==> config.mk <==
export PLATFORM = sky130hd
export DESIGN_NAME = impact_sensor_port_flat
export DESIGN_NICKNAME = d
export VERILOG_FILES = /design/src/inc/impact_spi_pkg.sv /design/src/inc/spi_link_if.sv /design/src/design/rss_magnitude.sv /design/src/design/impact_sensor_port.sv /design/src/flat_wrapper.sv
export SDC_FILE = /design/constraint.sdc
export NUM_CORES = 2
export LEC_CHECK = 0
export ABC_AREA = 1
export BUFFER_PORTS_ARGS = -buffer_cell sky130_fd_sc_hd__buf_2
export CELL_PAD_IN_SITES_DETAIL_PLACEMENT = 0
export CELL_PAD_IN_SITES_GLOBAL_PLACEMENT = 1
export CORE_UTILIZATION = 30
export CTS_CLUSTER_SIZE = 16
export DETAILED_ROUTE_END_ITERATION = 6
export GPL_TIMING_DRIVEN = 0
export PLACE_DENSITY = 0.66
export SLEW_MARGIN = 20
export SYNTH_ARGS = -nofsm -noshare
export SYNTH_HDL_FRONTEND = slang
export SYNTH_SLANG_ARGS = --single-unit
==> constraint.sdc <==
create_clock -name CLK_IN -period 8.49 [get_ports CLK_IN]
set_input_delay 0.4245 -clock CLK_IN [delete_from_list [all_inputs] [get_ports CLK_IN]]
set_output_delay 0.4245 -clock CLK_IN [all_outputs]
set_load 0.005 [all_outputs]
==> src/inc/impact_spi_pkg.sv <==
package impact_spi_pkg;
  // ==========================================================
  // Frame and word layout
  localparam int FRAME_BITS = 16;
  localparam int FRESH_POS = 15;
  localparam int FAULT_POS = 14;
  localparam logic [1:0] OP_READ = 2'h0;
  localparam logic [1:0] OP_WRITE = 2'h2;
  localparam logic [15:0] ZERO_WORD = 16'h0000;
  localparam logic [13:0] ZERO_DATA = 14'h0000;
  localparam logic [1:0] DONT_CARE_BITS = 2'h0;

  // ==========================================================
  // Device byte addresses (lower byte of each word, except DATA_LOW_END_ADDR, the last byte 0x0F)
  localparam logic [5:0] SUPPLY_ADDR = 6'h02;
  localparam logic [5:0] X_ACCEL_ADDR = 6'h04;
  localparam logic [5:0] Y_ACCEL_ADDR = 6'h06;
  localparam logic [5:0] AUX_ADDR = 6'h08;
  localparam logic [5:0] TEMP_ADDR = 6'h0A;
  localparam logic [5:0] X_PEAK_ADDR = 6'h0C;
  localparam logic [5:0] Y_PEAK_ADDR = 6'h0E;
  localparam logic [5:0] RSS_ADDR = 6'h18;
  localparam logic [5:0] RSS_PEAK_ADDR = 6'h1A;
  localparam logic [5:0] EVENT_ONE_ADDR = 6'h1C;
  localparam logic [5:0] EVENT_TWO_ADDR = 6'h1E;
  localparam logic [5:0] DATA_LOW_END_ADDR = 6'h0F;
  localparam logic [5:0] CTRL_FIRST_ADDR = 6'h20;
  // Word slots that carry a fresh-sample flag
  localparam logic [15:0] FRESH_SLOTS = 16'h30FE;

  // ==========================================================
  // Link timing
  localparam int CLK_PERIOD_NS = 25;
  localparam int SCLK_HALF_NS = 200;
  localparam int CS_HIGH_NS = 400;
  localparam int SCLK_HALF_CYC = (SCLK_HALF_NS + CLK_PERIOD_NS - 1) / CLK_PERIOD_NS;
  localparam int CS_HIGH_CYC = (CS_HIGH_NS + CLK_PERIOD_NS - 1) / CLK_PERIOD_NS;

  // ==========================================================
  // Host controller registers
  localparam logic [7:0] FRAME_WORD_OFS = 8'h00;
  localparam logic [7:0] RX_WORD_OFS = 8'h04;
  localparam logic [7:0] STATUS_OFS = 8'h08;
  localparam int BUSY_POS = 0;
  localparam int DONE_POS = 1;

  // Magnitude of a 14-bit twos complement value
  function automatic logic [13:0] mag14(input logic [13:0] v);
    return v[13] ? 14'(~v + 14'h0001) : v;
  endfunction : mag14
endpackage : impact_spi_pkg

==> src/inc/spi_link_if.sv <==
`timescale 1ns/1ps
interface spi_link_if;
  logic cs_n;
  logic sclk;
  logic din;
  logic dout;
  logic dout_oe_n;
  logic dout_line;
  // Line pulled high while the device lets it float
  assign dout_line = dout_oe_n ? 1'b1 : dout;
  modport device (input cs_n, input sclk, input din, output dout, output dout_oe_n);
  modport host (output cs_n, output sclk, output din, input dout_line);
endinterface : spi_link_if

==> src/design/rss_magnitude.sv <==
`timescale 1ns/1ps
module rss_magnitude (
  input wire logic [13:0] x_in,
  input wire logic [13:0] y_in,
  output logic [13:0] mag_out
);
  logic [13:0] ax_w;
  logic [13:0] ay_w;
  logic [27:0] sum_w;

  // ==========================================================
  // Sum of squares
  assign ax_w = impact_spi_pkg::mag14(x_in);
  assign ay_w = impact_spi_pkg::mag14(y_in);
  assign sum_w = 28'(ax_w) * 28'(ax_w) + 28'(ay_w) * 28'(ay_w);

  // Bitwise root unrolled in space; area traded for zero latency
  always_comb begin
    logic [13:0] root;
    logic [13:0] trial;
    root = 14'h0000;
    trial = 14'h0000;
    for (int i = 13; i >= 0; i--) begin
      trial = root | (14'h0001 << i);
      if (28'(trial) * 28'(trial) <= sum_w) begin
        root = trial;
      end
    end
    mag_out = root;
  end
endmodule : rss_magnitude

==> src/design/impact_sensor_port.sv <==
`timescale 1ns/1ps
module impact_sensor_port (
  input wire logic CLK_IN,
  input wire logic RSTN_IN,
  input wire logic CE_IN,
  spi_link_if.device SPI,
  input wire logic SAMPLE_IN,
  input wire logic [13:0] X_ACCEL_IN,
  input wire logic [13:0] Y_ACCEL_IN,
  input wire logic [11:0] SUPPLY_IN,
  input wire logic [11:0] AUX_IN,
  input wire logic [11:0] TEMP_IN,
  input wire logic [15:0] EVENT_ONE_IN,
  input wire logic [15:0] EVENT_TWO_IN,
  input wire logic FAULT_IN,
  input wire logic PEAK_CLEAR_IN,
  output logic WR_VALID_OUT,
  output logic [5:0] WR_ADDR_OUT,
  output logic [7:0] WR_DATA_OUT
);
  logic [2:0] meta_r;
  logic [2:0] sync_r;
  logic cs_prev_r;
  logic sclk_prev_r;
  logic cs_n_s;
  logic sclk_s;
  logic din_s;
  logic frame_start;
  logic frame_end;
  logic sclk_rise;
  logic sclk_fall;
  logic [14:0] rx_sh_r;
  logic [4:0] rx_cnt_r;
  logic [15:0] rx_word;
  logic frame_done;
  logic rd_pend_r;
  logic [5:0] rd_addr_r;
  logic [15:0] tx_sh_r;
  logic first_fall_r;
  logic oe_n_r;
  logic [15:0] rd_word;
  logic [15:0] fresh_r;
  logic [15:0] fresh_clr;
  logic [11:0] supply_r;
  logic [11:0] aux_r;
  logic [11:0] temp_r;
  logic [13:0] x_r;
  logic [13:0] y_r;
  logic [13:0] rss_r;
  logic [13:0] x_pk_r;
  logic [13:0] y_pk_r;
  logic [13:0] rss_pk_r;
  logic [13:0] rss_w;
  logic wr_valid_r;
  logic [5:0] wr_addr_r;
  logic [7:0] wr_data_r;

  // Packs a result with its two flag bits
  function automatic logic [15:0] pack(input logic fresh, input logic fault, input logic [13:0] data);
    return {fresh, fault, data};
  endfunction : pack

  // Widens a 12-bit result, bits 13 and 12 forced low
  function automatic logic [13:0] wide12(input logic [11:0] v);
    return {impact_spi_pkg::DONT_CARE_BITS, v};
  endfunction : wide12

  // Keeps the larger of held and new value
  function automatic logic [13:0] peak_next(input logic [13:0] cur, input logic [13:0] val,
                                            input logic sgn, input logic clr);
    logic [13:0] mc;
    logic [13:0] mv;
    mc = sgn ? impact_spi_pkg::mag14(cur) : cur;
    mv = sgn ? impact_spi_pkg::mag14(val) : val;
    return (clr || mv > mc) ? val : cur;
  endfunction : peak_next

  // ==========================================================
  // Pin synchronisers and edge detection
  always_ff @(posedge CLK_IN or negedge RSTN_IN) begin
    if (!RSTN_IN) begin
      meta_r <= 3'h7;
      sync_r <= 3'h7;
      cs_prev_r <= 1'b1;
      sclk_prev_r <= 1'b1;
    end else if (CE_IN) begin
      meta_r <= {SPI.cs_n, SPI.sclk, SPI.din};
      sync_r <= meta_r;
      cs_prev_r <= sync_r[2];
      sclk_prev_r <= sync_r[1];
    end
  end

  assign cs_n_s = sync_r[2];
  assign sclk_s = sync_r[1];
  assign din_s = sync_r[0];
  assign frame_start = cs_prev_r & ~cs_n_s;
  assign frame_end = ~cs_prev_r & cs_n_s;
  // Clock edges count only inside a frame
  assign sclk_rise = ~cs_n_s & ~sclk_prev_r & sclk_s;
  assign sclk_fall = ~cs_n_s & sclk_prev_r & ~sclk_s;

  // ==========================================================
  // Receive shifter; clocks past the sixteenth are dropped
  assign rx_word = {rx_sh_r, din_s};
  assign frame_done = sclk_rise && rx_cnt_r == 5'(impact_spi_pkg::FRAME_BITS - 1);

  always_ff @(posedge CLK_IN or negedge RSTN_IN) begin
    if (!RSTN_IN) begin
      rx_sh_r <= 15'h0000;
      rx_cnt_r <= 5'h00;
    end else if (CE_IN) begin
      if (frame_start) begin
        rx_cnt_r <= 5'h00;
      end else if (sclk_rise && rx_cnt_r != 5'(impact_spi_pkg::FRAME_BITS)) begin
        rx_sh_r <= rx_word[14:0];
        rx_cnt_r <= rx_cnt_r + 5'h01;
      end
    end
  end

  // Read request held for the next frame; anything else cancels it
  always_ff @(posedge CLK_IN or negedge RSTN_IN) begin
    if (!RSTN_IN) begin
      rd_pend_r <= 1'b0;
      rd_addr_r <= 6'h00;
    end else if (CE_IN) begin
      if (frame_done && rx_word[15:14] == impact_spi_pkg::OP_READ) begin
        rd_pend_r <= 1'b1;
        rd_addr_r <= rx_word[13:8];
      end else if (frame_done || frame_start) begin
        rd_pend_r <= 1'b0;
      end
    end
  end

  // Byte writes to 0x10-0x17 and to control space go out; result words are read-only
  always_ff @(posedge CLK_IN or negedge RSTN_IN) begin
    if (!RSTN_IN) begin
      wr_valid_r <= 1'b0;
      wr_addr_r <= 6'h00;
      wr_data_r <= 8'h00;
    end else if (CE_IN) begin
      wr_valid_r <= 1'b0;
      if (frame_done && rx_word[15:14] == impact_spi_pkg::OP_WRITE) begin
        wr_addr_r <= rx_word[13:8];
        wr_data_r <= rx_word[7:0];
        wr_valid_r <= rx_word[13:8] > impact_spi_pkg::DATA_LOW_END_ADDR &&
                      (rx_word[13:8] < impact_spi_pkg::RSS_ADDR ||
                       rx_word[13:8] >= impact_spi_pkg::CTRL_FIRST_ADDR);
      end
    end
  end

  // ==========================================================
  // Read mux, both byte addresses of a word select it
  always_comb begin
    rd_word = impact_spi_pkg::ZERO_WORD;
    if (!rd_addr_r[5]) begin
      case (rd_addr_r[4:1])
        impact_spi_pkg::SUPPLY_ADDR[4:1]: rd_word = pack(fresh_r[1], FAULT_IN, wide12(supply_r));
        impact_spi_pkg::X_ACCEL_ADDR[4:1]: rd_word = pack(fresh_r[2], FAULT_IN, x_r);
        impact_spi_pkg::Y_ACCEL_ADDR[4:1]: rd_word = pack(fresh_r[3], FAULT_IN, y_r);
        impact_spi_pkg::AUX_ADDR[4:1]: rd_word = pack(fresh_r[4], FAULT_IN, wide12(aux_r));
        impact_spi_pkg::TEMP_ADDR[4:1]: rd_word = pack(fresh_r[5], FAULT_IN, wide12(temp_r));
        impact_spi_pkg::X_PEAK_ADDR[4:1]: rd_word = pack(fresh_r[6], FAULT_IN, x_pk_r);
        impact_spi_pkg::Y_PEAK_ADDR[4:1]: rd_word = pack(fresh_r[7], FAULT_IN, y_pk_r);
        impact_spi_pkg::RSS_ADDR[4:1]: rd_word = pack(fresh_r[12], FAULT_IN, rss_r);
        impact_spi_pkg::RSS_PEAK_ADDR[4:1]: rd_word = pack(fresh_r[13], FAULT_IN, rss_pk_r);
        impact_spi_pkg::EVENT_ONE_ADDR[4:1]: rd_word = EVENT_ONE_IN;
        impact_spi_pkg::EVENT_TWO_ADDR[4:1]: rd_word = EVENT_TWO_IN;
        default: rd_word = impact_spi_pkg::ZERO_WORD;
      endcase
    end
  end

  // ==========================================================
  // Transmit shifter; the first clock fall keeps the bit set at select fall
  always_ff @(posedge CLK_IN or negedge RSTN_IN) begin
    if (!RSTN_IN) begin
      tx_sh_r <= impact_spi_pkg::ZERO_WORD;
      first_fall_r <= 1'b1;
      oe_n_r <= 1'b1;
    end else if (CE_IN) begin
      if (frame_start) begin
        tx_sh_r <= rd_pend_r ? rd_word : impact_spi_pkg::ZERO_WORD;
        first_fall_r <= 1'b1;
        oe_n_r <= 1'b0;
      end else if (frame_end) begin
        oe_n_r <= 1'b1;
      end else if (sclk_fall) begin
        first_fall_r <= 1'b0;
        if (!first_fall_r) begin
          tx_sh_r <= {tx_sh_r[14:0], 1'b0};
        end
      end
    end
  end

  assign SPI.dout = tx_sh_r[impact_spi_pkg::FRESH_POS];
  assign SPI.dout_oe_n = oe_n_r;

  // ==========================================================
  // Fresh flags: a new sample beats a read in the same cycle
  assign fresh_clr = (frame_start && rd_pend_r && !rd_addr_r[5]) ? (16'h0001 << rd_addr_r[4:1]) : 16'h0000;

  always_ff @(posedge CLK_IN or negedge RSTN_IN) begin
    if (!RSTN_IN) begin
      fresh_r <= 16'h0000;
    end else if (CE_IN) begin
      fresh_r <= (SAMPLE_IN ? impact_spi_pkg::FRESH_SLOTS : 16'h0000) | (fresh_r & ~fresh_clr);
    end
  end

  // ==========================================================
  // Results, updated at sample rate whatever the reads do
  rss_magnitude u_rss (
    .x_in(X_ACCEL_IN),
    .y_in(Y_ACCEL_IN),
    .mag_out(rss_w)
  );

  always_ff @(posedge CLK_IN or negedge RSTN_IN) begin
    if (!RSTN_IN) begin
      supply_r <= 12'h000;
      aux_r <= 12'h000;
      temp_r <= 12'h000;
      x_r <= impact_spi_pkg::ZERO_DATA;
      y_r <= impact_spi_pkg::ZERO_DATA;
      rss_r <= impact_spi_pkg::ZERO_DATA;
    end else if (CE_IN && SAMPLE_IN) begin
      supply_r <= SUPPLY_IN;
      aux_r <= AUX_IN;
      temp_r <= TEMP_IN;
      x_r <= X_ACCEL_IN;
      y_r <= Y_ACCEL_IN;
      rss_r <= rss_w;
    end
  end

  // Peaks; a clear with a sample restarts from that sample
  always_ff @(posedge CLK_IN or negedge RSTN_IN) begin
    if (!RSTN_IN) begin
      x_pk_r <= impact_spi_pkg::ZERO_DATA;
      y_pk_r <= impact_spi_pkg::ZERO_DATA;
      rss_pk_r <= impact_spi_pkg::ZERO_DATA;
    end else if (CE_IN) begin
      if (PEAK_CLEAR_IN && !SAMPLE_IN) begin
        x_pk_r <= impact_spi_pkg::ZERO_DATA;
        y_pk_r <= impact_spi_pkg::ZERO_DATA;
        rss_pk_r <= impact_spi_pkg::ZERO_DATA;
      end else if (SAMPLE_IN) begin
        x_pk_r <= peak_next(x_pk_r, X_ACCEL_IN, 1'b1, PEAK_CLEAR_IN);
        y_pk_r <= peak_next(y_pk_r, Y_ACCEL_IN, 1'b1, PEAK_CLEAR_IN);
        rss_pk_r <= peak_next(rss_pk_r, rss_w, 1'b0, PEAK_CLEAR_IN);
      end
    end
  end

  assign WR_VALID_OUT = wr_valid_r;
  assign WR_ADDR_OUT = wr_addr_r;
  assign WR_DATA_OUT = wr_data_r;
endmodule : impact_sensor_port

==> src/flat_wrapper.sv <==
// flat-port wrapper written by rule: the top's interface ports become plain ports
module impact_sensor_port_flat 
  (CLK_IN, RSTN_IN, CE_IN, SAMPLE_IN, X_ACCEL_IN, Y_ACCEL_IN, SUPPLY_IN, AUX_IN, TEMP_IN, EVENT_ONE_IN, EVENT_TWO_IN, FAULT_IN, PEAK_CLEAR_IN, WR_VALID_OUT, WR_ADDR_OUT, WR_DATA_OUT, SPI_cs_n, SPI_sclk, SPI_din, SPI_dout, SPI_dout_oe_n);
  spi_link_if SPI_i ();
  input wire logic CLK_IN;
  input wire logic RSTN_IN;
  input wire logic CE_IN;
  input wire logic SAMPLE_IN;
  input wire logic [13:0] X_ACCEL_IN;
  input wire logic [13:0] Y_ACCEL_IN;
  input wire logic [11:0] SUPPLY_IN;
  input wire logic [11:0] AUX_IN;
  input wire logic [11:0] TEMP_IN;
  input wire logic [15:0] EVENT_ONE_IN;
  input wire logic [15:0] EVENT_TWO_IN;
  input wire logic FAULT_IN;
  input wire logic PEAK_CLEAR_IN;
  output logic WR_VALID_OUT;
  output logic [5:0] WR_ADDR_OUT;
  output logic [7:0] WR_DATA_OUT;
  input wire logic [$bits(SPI_i.cs_n)-1:0] SPI_cs_n;
  input wire logic [$bits(SPI_i.sclk)-1:0] SPI_sclk;
  input wire logic [$bits(SPI_i.din)-1:0] SPI_din;
  output wire logic [$bits(SPI_i.dout)-1:0] SPI_dout;
  output wire logic [$bits(SPI_i.dout_oe_n)-1:0] SPI_dout_oe_n;
  assign SPI_i.cs_n = SPI_cs_n;
  assign SPI_i.sclk = SPI_sclk;
  assign SPI_i.din = SPI_din;
  assign SPI_dout = SPI_i.dout;
  assign SPI_dout_oe_n = SPI_i.dout_oe_n;
  impact_sensor_port u_core (.CLK_IN(CLK_IN), .RSTN_IN(RSTN_IN), .CE_IN(CE_IN), .SPI(SPI_i), .SAMPLE_IN(SAMPLE_IN), .X_ACCEL_IN(X_ACCEL_IN), .Y_ACCEL_IN(Y_ACCEL_IN), .SUPPLY_IN(SUPPLY_IN), .AUX_IN(AUX_IN), .TEMP_IN(TEMP_IN), .EVENT_ONE_IN(EVENT_ONE_IN), .EVENT_TWO_IN(EVENT_TWO_IN), .FAULT_IN(FAULT_IN), .PEAK_CLEAR_IN(PEAK_CLEAR_IN), .WR_VALID_OUT(WR_VALID_OUT), .WR_ADDR_OUT(WR_ADDR_OUT), .WR_DATA_OUT(WR_DATA_OUT));
endmodule
# Word-level counts from Yosys, hierarchy flattened
# Index checks and enable logic that the tools add are counted.
# classes
add_sub_neg,6
n_shift,1
n_mux,46
reduce_logical,36
n_lt_le_gt_ge,20
multipliers,15
n_bitwise,18
eq_ne,16
# ops
op,count
$mul A14 B14 Y28,15
$le A28 B28 Y1,13
$mux W14,15
$pmux W16 S11,1
$mux W16,7
$add A14 B1 Y14 const B,4
$not A14 Y14,4
$gt A14 B14 Y1,3
$add A28 B28 Y28,1
$le A27 B28 Y1 const A,1
$and A16 B16 Y16,1
$eq A4 B3 Y1 const B,4
$eq A4 B4 Y1 const B,4
$not A16 Y16,1
$or A16 B16 Y16,1
$reduce_bool A2 Y1,8
$shl A1 B4 Y16 const A,1
$mux W5,3
$reduce_and A3 Y1,5
$mux W13,1
$mux W12,1
$mux W11,1
$mux W10,1
$reduce_and A2 Y1,5
25 further kinds,57
# word_totals
regBits,204
elab_cells,182
out_inout_bits,17

# Depth between registers and ports, before layout
# depth
word_depth,51
ltp_mapped,412
depth_no_buf,404

# By module
# Synthesis repeated with hierarchy kept, for this count alone.
# unflattened
hier_cells,5719
area_unflattened_um2,46382.0
# by_module_without_submodules
module,instances,area_each_um2,seq_area_each_um2,cells_each
rss_magnitude,1,34914.7,0.0,4184
impact_sensor_port,1,11467.2,4917.2,1535

# Worst setup path before layout
# Ideal clock, no wire load.
# synth_path
path_kind,input to register
start,input port X_ACCEL_IN[0]
end,register u_core.rss_pk_r[12]
stages,372
required_ns,8.399
setup_slack_ns,-66.897
arrival_ns,75.296
setup_time_ns,0.091
cell_sequence,inv_1 -> clkbuf_1 -> ha_1 -> inv_1 -> nor3_1 -> nand3_1 -> nand2_1 -> o21ai_0 -> or2_2 -> nand2_1 -> inv_1 -> nor2_1 -> inv_1 -> fa_1 -> inv_1 -> fa_1 -> fa_1 -> inv_1 -> [336 not listed] -> inv_1 -> o41ai_1 -> inv_1 -> ha_1 -> inv_1 -> a21oi_1 -> o221ai_1 -> a221oi_1 -> o21ai_0 -> a221oi_1 -> o21ai_0 -> nand3_1 -> a21oi_1 -> inv_1 -> nor2_1 -> inv_1 -> clkbuf_1 -> o22ai_1
# synth_between
elab_chain_cells,50
# synth_lines
element,line,text
"start, declared",flat_wrapper.sv:9,input wire logic [13:0] X_ACCEL_IN;
$not A14 Y14,impact_spi_pkg.sv:49,return v[13] ? 14'(~v + 14'h0001) : v;
$add A14 B1 Y14,impact_spi_pkg.sv:49,
$mux W14 *,impact_spi_pkg.sv:49,
$mul A14 B14 Y28 *,rss_magnitude.sv:15,assign sum_w = 28'(ax_w) * 28'(ax_w) + 28'(ay_w) * 28'(ay_w);
$add A28 B28 Y28 *,rss_magnitude.sv:15,
$le A27 B28 Y1 *,rss_magnitude.sv:25,if (28'(trial) * 28'(trial) <= sum_w) begin
$mux W14 *,rss_magnitude.sv:25,
via u_core.rss_w[13],impact_sensor_port.sv:53,logic [13:0] rss_w;
[3 not listed],-,
via u_core.rss_w[12],impact_sensor_port.sv:53,
[3 not listed],-,
via u_core.rss_w[11],impact_sensor_port.sv:53,
[3 not listed],-,
via u_core.rss_w[10],impact_sensor_port.sv:53,
[6 not listed],-,
via u_core.rss_w[8],impact_sensor_port.sv:53,
[3 not listed],-,
via u_core.rss_w[7],impact_sensor_port.sv:53,
[6 not listed],-,
via u_core.rss_w[5],impact_sensor_port.sv:53,
[3 not listed],-,
via u_core.rss_w[4],impact_sensor_port.sv:53,
[3 not listed],-,
via u_core.rss_w[3],impact_sensor_port.sv:53,
[3 not listed],-,
via u_core.rss_w[2],impact_sensor_port.sv:53,
[3 not listed],-,
via u_core.rss_w[1],impact_sensor_port.sv:53,
$mul A14 B14 Y28,rss_magnitude.sv:25,
$le A28 B28 Y1,rss_magnitude.sv:25,
$mux W1,rss_magnitude.sv:25,
$gt A14 B14 Y1 *,impact_sensor_port.sv:75,return (clr || mv > mc) ? val : cur;
$logic_or A1 B1 Y1 *,impact_sensor_port.sv:75,
$reduce_bool A2 Y1 (no source line) *,-,
$reduce_and A3 Y1 (no source line) *,-,
"end signal, assigned",impact_sensor_port.sv:246,rss_pk_r <= impact_spi_pkg::ZERO_DATA;
"end signal, assigned",impact_sensor_port.sv:251,rss_pk_r <= impact_spi_pkg::ZERO_DATA;
"end signal, assigned",impact_sensor_port.sv:255,"rss_pk_r <= peak_next(rss_pk_r, rss_w, 1'b0, PEAK_CLEAR_IN);"
"end, declared",impact_sensor_port.sv:52,logic [13:0] rss_pk_r;
# Mark *: on every way through the listed nets, which the timed path passes. The rest lies on a longest branch. The select of a mux whose other input is x is not followed.
# A chain may end at the register's enable or synchronous reset.

# Final worst setup path
# layout_path
start,input port Y_ACCEL_IN[0]
end,register u_core.rss_pk_r[8]
# layout_between
elab_chain_cells,50
# layout_lines
element,line,text
"start, declared",flat_wrapper.sv:10,input wire logic [13:0] Y_ACCEL_IN;
$not A14 Y14,impact_spi_pkg.sv:49,
$add A14 B1 Y14,impact_spi_pkg.sv:49,
$mux W14 *,impact_spi_pkg.sv:49,
$mul A14 B14 Y28 *,rss_magnitude.sv:15,
$add A28 B28 Y28 *,rss_magnitude.sv:15,
$le A27 B28 Y1 *,rss_magnitude.sv:25,
$mux W14 *,rss_magnitude.sv:25,
via u_core.rss_w[13],impact_sensor_port.sv:53,
[3 not listed],-,
via u_core.rss_w[12],impact_sensor_port.sv:53,
[3 not listed],-,
via u_core.rss_w[11],impact_sensor_port.sv:53,
[3 not listed],-,
via u_core.rss_w[10],impact_sensor_port.sv:53,
[6 not listed],-,
via u_core.rss_w[8],impact_sensor_port.sv:53,
[3 not listed],-,
via u_core.rss_w[7],impact_sensor_port.sv:53,
[6 not listed],-,
via u_core.rss_w[5],impact_sensor_port.sv:53,
[3 not listed],-,
via u_core.rss_w[4],impact_sensor_port.sv:53,
[3 not listed],-,
via u_core.rss_w[3],impact_sensor_port.sv:53,
[3 not listed],-,
via u_core.rss_w[2],impact_sensor_port.sv:53,
[3 not listed],-,
via u_core.rss_w[1],impact_sensor_port.sv:53,
$mul A14 B14 Y28,rss_magnitude.sv:25,
$le A28 B28 Y1,rss_magnitude.sv:25,
$mux W1,rss_magnitude.sv:25,
$gt A14 B14 Y1 *,impact_sensor_port.sv:75,
$logic_or A1 B1 Y1 *,impact_sensor_port.sv:75,
$reduce_bool A2 Y1 (no source line) *,-,
$reduce_and A3 Y1 (no source line) *,-,
# Marked as above.

==> flow_summary_export.csv <==
group,metric,value,unit
placement,gp_congestion,0.896,
worst_setup_path,critical_path_class,"input port to register",
worst_setup_path,r2r_cells,22,
logic_synthesis,ys_ff_latch,196,
timing,hold_viol,0,
worst_setup_path,arrival,70960,ps
logic_synthesis,synthSimpleGateAreaFrac,13.9,%
logic_synthesis,async_flop_share,100,%
cells_and_area,area_growth,26.4,%
timing,worstMarginPinSlew,899,ps
logic_synthesis,avgSynthCellArea,8.30,um2
cells_and_area,postLayoutCellArea,56900,um2
global_route,grt_pass1_wl,227000,um
route,via_count,37400,
clock_tree,clock_path_buffers,2,
hold_path,hold_path_end,"u_core.meta_r[0]",
clock_tree,cts_buffers,17,
worst_setup_path,r2r_start,"u_core.y_pk_r[1]",
worst_setup_path,r2r_slack,4130,ps
worst_setup_path,cpPeakStageDelay,600,ps
outcome,violations,"setup timing",
clock_tree,clk-insertion-delay-late,460,ps
cells_and_area,finalNonFillerCells,7979,
clock_tree,root_buffer,"clkbuf_16",
global_route,grt_start_max_net_pins,94,
global_route,grt_pass1_vias,38500,
worst_setup_path,crit_fanout,6,
route,viasPerCell,4.69,
logic_synthesis,seq_area_frac_synth,10.9,%
floorplanning,core,148000,um2
hold_path,worstHoldPathType,"input port to register",
worst_setup_path,crit_path_end_kind,"register",
timing,relSlewSlack,39.9,%
route,routed_wl,146000,um
logic_synthesis,synth_top_family_by_area,"adder cells",
hold_path,holdCritStartpoint,"SPI_din",
logic_synthesis,synth-xor-area-share,3.77,%
worst_setup_path,cp_top_family,"adder cells",
route,drc,0,
route,dr.pass1.iters,6,
placement,placedCellCount,7574,
logic_synthesis,synth_edf_count,0,
worst_setup_path,reg2reg_to,"u_core.y_pk_r[7]",
outcome,status,"finished with violations",
cells_and_area,layout_common_cells,"inv_1 (1,270), ha_1 (684), nand2_1 (649)",
logic_synthesis,synthCells,5428,
worst_setup_path,cpMostUsedCell,"fa_1",
global_route,grt_use_total,19.5,%
logic_synthesis,yosysWarnings,0,
floorplanning,initial_core_util,30.3,%
clock_tree,cts.sinks,196,
hold_path,hold_depth,3,
clock_tree,htreeDepth,4,
clock_tree,cts_tree,"yes",
floorplanning,die-width,389,um
route,drt_iter0_drc,2017,
route,ant_nets,0,
logic_synthesis,synth_cell_types,62,
global_route,antenna_found_initial,9,
global_route,grt_overflow_total,0,
worst_setup_path,worstPathRequired,8870,ps
logic_synthesis,muxShareOfSynthArea,0,%
placement,port-buffer-count,120,
floorplanning,ios,122,
timing,layout_setup_ws,-62090,ps
timing,fin_crit_sh,831,%
job,maxCapViolCount,0,
placement,place_area,50400,um2
timing,fmax,14.2,MHz
timing,slew_viol_final,0,
timing,rsz0062_at_grt,"true",
logic_synthesis,synth_compound_area_share,8.08,%
worst_setup_path,start_kind,"input port",
logic_synthesis,synthesis.area,45000,um2
logic_synthesis,synth_adder_area_share,50.7,%
placement,place_ws,-73620,ps
logic_synthesis,yosys_most_used_dff,"dfrtp_1",
cells_and_area,final_common_cell,"inv_1",
timing,fin_crit,70580,ps
timing,clock_skew,19.1,ps
cells_and_area,drive_gt1_share,23.3,%
worst_setup_path,critical_path_buf_inv_count,75,
timing,report.final.setup_viol,26,
floorplanning,die_h,389,um
cells_and_area,finalNetCount,7516,
worst_setup_path,slowest_stage,"fa_1",
clock_tree,clkTransAtPathRegs,80,ps
floorplanning,die_area,152000,um2
placement,dp_hpwl,117000,um
route,wl_per_cell,18.4,um
floorplanning,fp-row-count,141,
metal layers:
metal | up-vias | share of wire, % | global-route usage, %
met5 | - | 0.023 | 0
met4 | 6 | 2.2 | 3.37
met3 | 145 | 3.8 | 1.25
met2 | 630 | 48 | 33.0
met1 | 18600 | 46 | 27.4
li1 | 18000 | - | -
synthesized netlist by cell type (18+ instances only):
library cell | n | area, um2
ha_1 | 823 | 10300
clkbuf_1 | 70 | 263
xnor2_1 | 46 | 403
inv_1 | 1391 | 5220
nor2_1 | 289 | 1080
dfrtp_1 | 186 | 4650
o22ai_1 | 38 | 238
nand2_1 | 775 | 2910
fa_1 | 627 | 12600
nand4_1 | 56 | 350
nor3_1 | 30 | 150
nand2_2 | 30 | 188
nand3_1 | 204 | 1020
o21bai_1 | 18 | 135
a21oi_1 | 225 | 1130
o21ai_0 | 237 | 1190
a221oi_1 | 32 | 280
inv_2 | 19 | 71.3
xor2_1 | 142 | 1240
registers in the layout (all words and copies together) (netlist names), 9 cells and up:
name and flops:
u_core.aux_r 12, u_core.supply_r 12, u_core.rss_pk_r 14, u_core.y_r 14, u_core.x_r 14, u_core.fresh_r 9
u_core.rx_sh_r 15, u_core.tx_sh_r 16, u_core.x_pk_r 14, u_core.temp_r 12, u_core.rss_r 14, u_core.y_pk_r 14
timing repair:
action                                 4_1_cts  5_1_grt
buffers inserted                           206      168
resized for setup                          303      400
setup endpoints to repair                   27       27
pin swaps                                  261      323
hold buffers                                 1        0
cloned                                       6        0
endpoints found under the hold margin       40        0
tightest hold or removal path: stages:
cell	delay, ps
buf_2	100
nand2_1	50
nand2_1	50
worst max path at each step:
stage          slack [ps]  cells after the start                   to          start
5_1_grt            -65010                    384   u_core.rss_pk_r[8]  Y_ACCEL_IN[0]
3_3_place_gp       -73330                    368  u_core.rss_pk_r[13]  Y_ACCEL_IN[0]
3_5_place_dp       -73620                    363   u_core.rss_pk_r[5]  X_ACCEL_IN[0]
4_1_cts            -62060                    383   u_core.rss_pk_r[7]  Y_ACCEL_IN[0]
6_report           -62090                    372   u_core.rss_pk_r[8]  Y_ACCEL_IN[0]
2_1_floorplan      -58140                    372   u_core.rss_pk_r[5]  X_ACCEL_IN[0]
stage by stage:
step	utilization [%]	setup TNS [ps]	hold slack, ps
after floorplan	-	-1122890	129
after global placement	33.9	-1433370	452
after detailed placement	34.0	-1438460	328
after CTS	36.5	-1201640	143
after global routing	38.4	-1260450	167
final	38.4	-1201370	162
kinds of logic (layout without fill, tap and decap cells):
logic type	Yosys count	after routing
other cells	2	26
fa+ha+maj	1450	1450
xor+xnor	191	191
compound gates	635	635
flops	196	196
buf+inv	1502	2024
simple gates	1452	1455
layout make-up:
cell class,instances,area [um2]
flip-flops and latches,196,4920
fillers,15100,91500
clock inverters,14,189
multi-input cells,3754,38800
plain buffers,78,562
clock buffers,18,429
diodes,3,7.51
inverters,1423,5610
well taps,2002,2500
repair buffers,491,3860
Power is left out: the tool's default activity adds up to more than one toggle a clock period on the data nets, which glitch-free logic cannot reach.
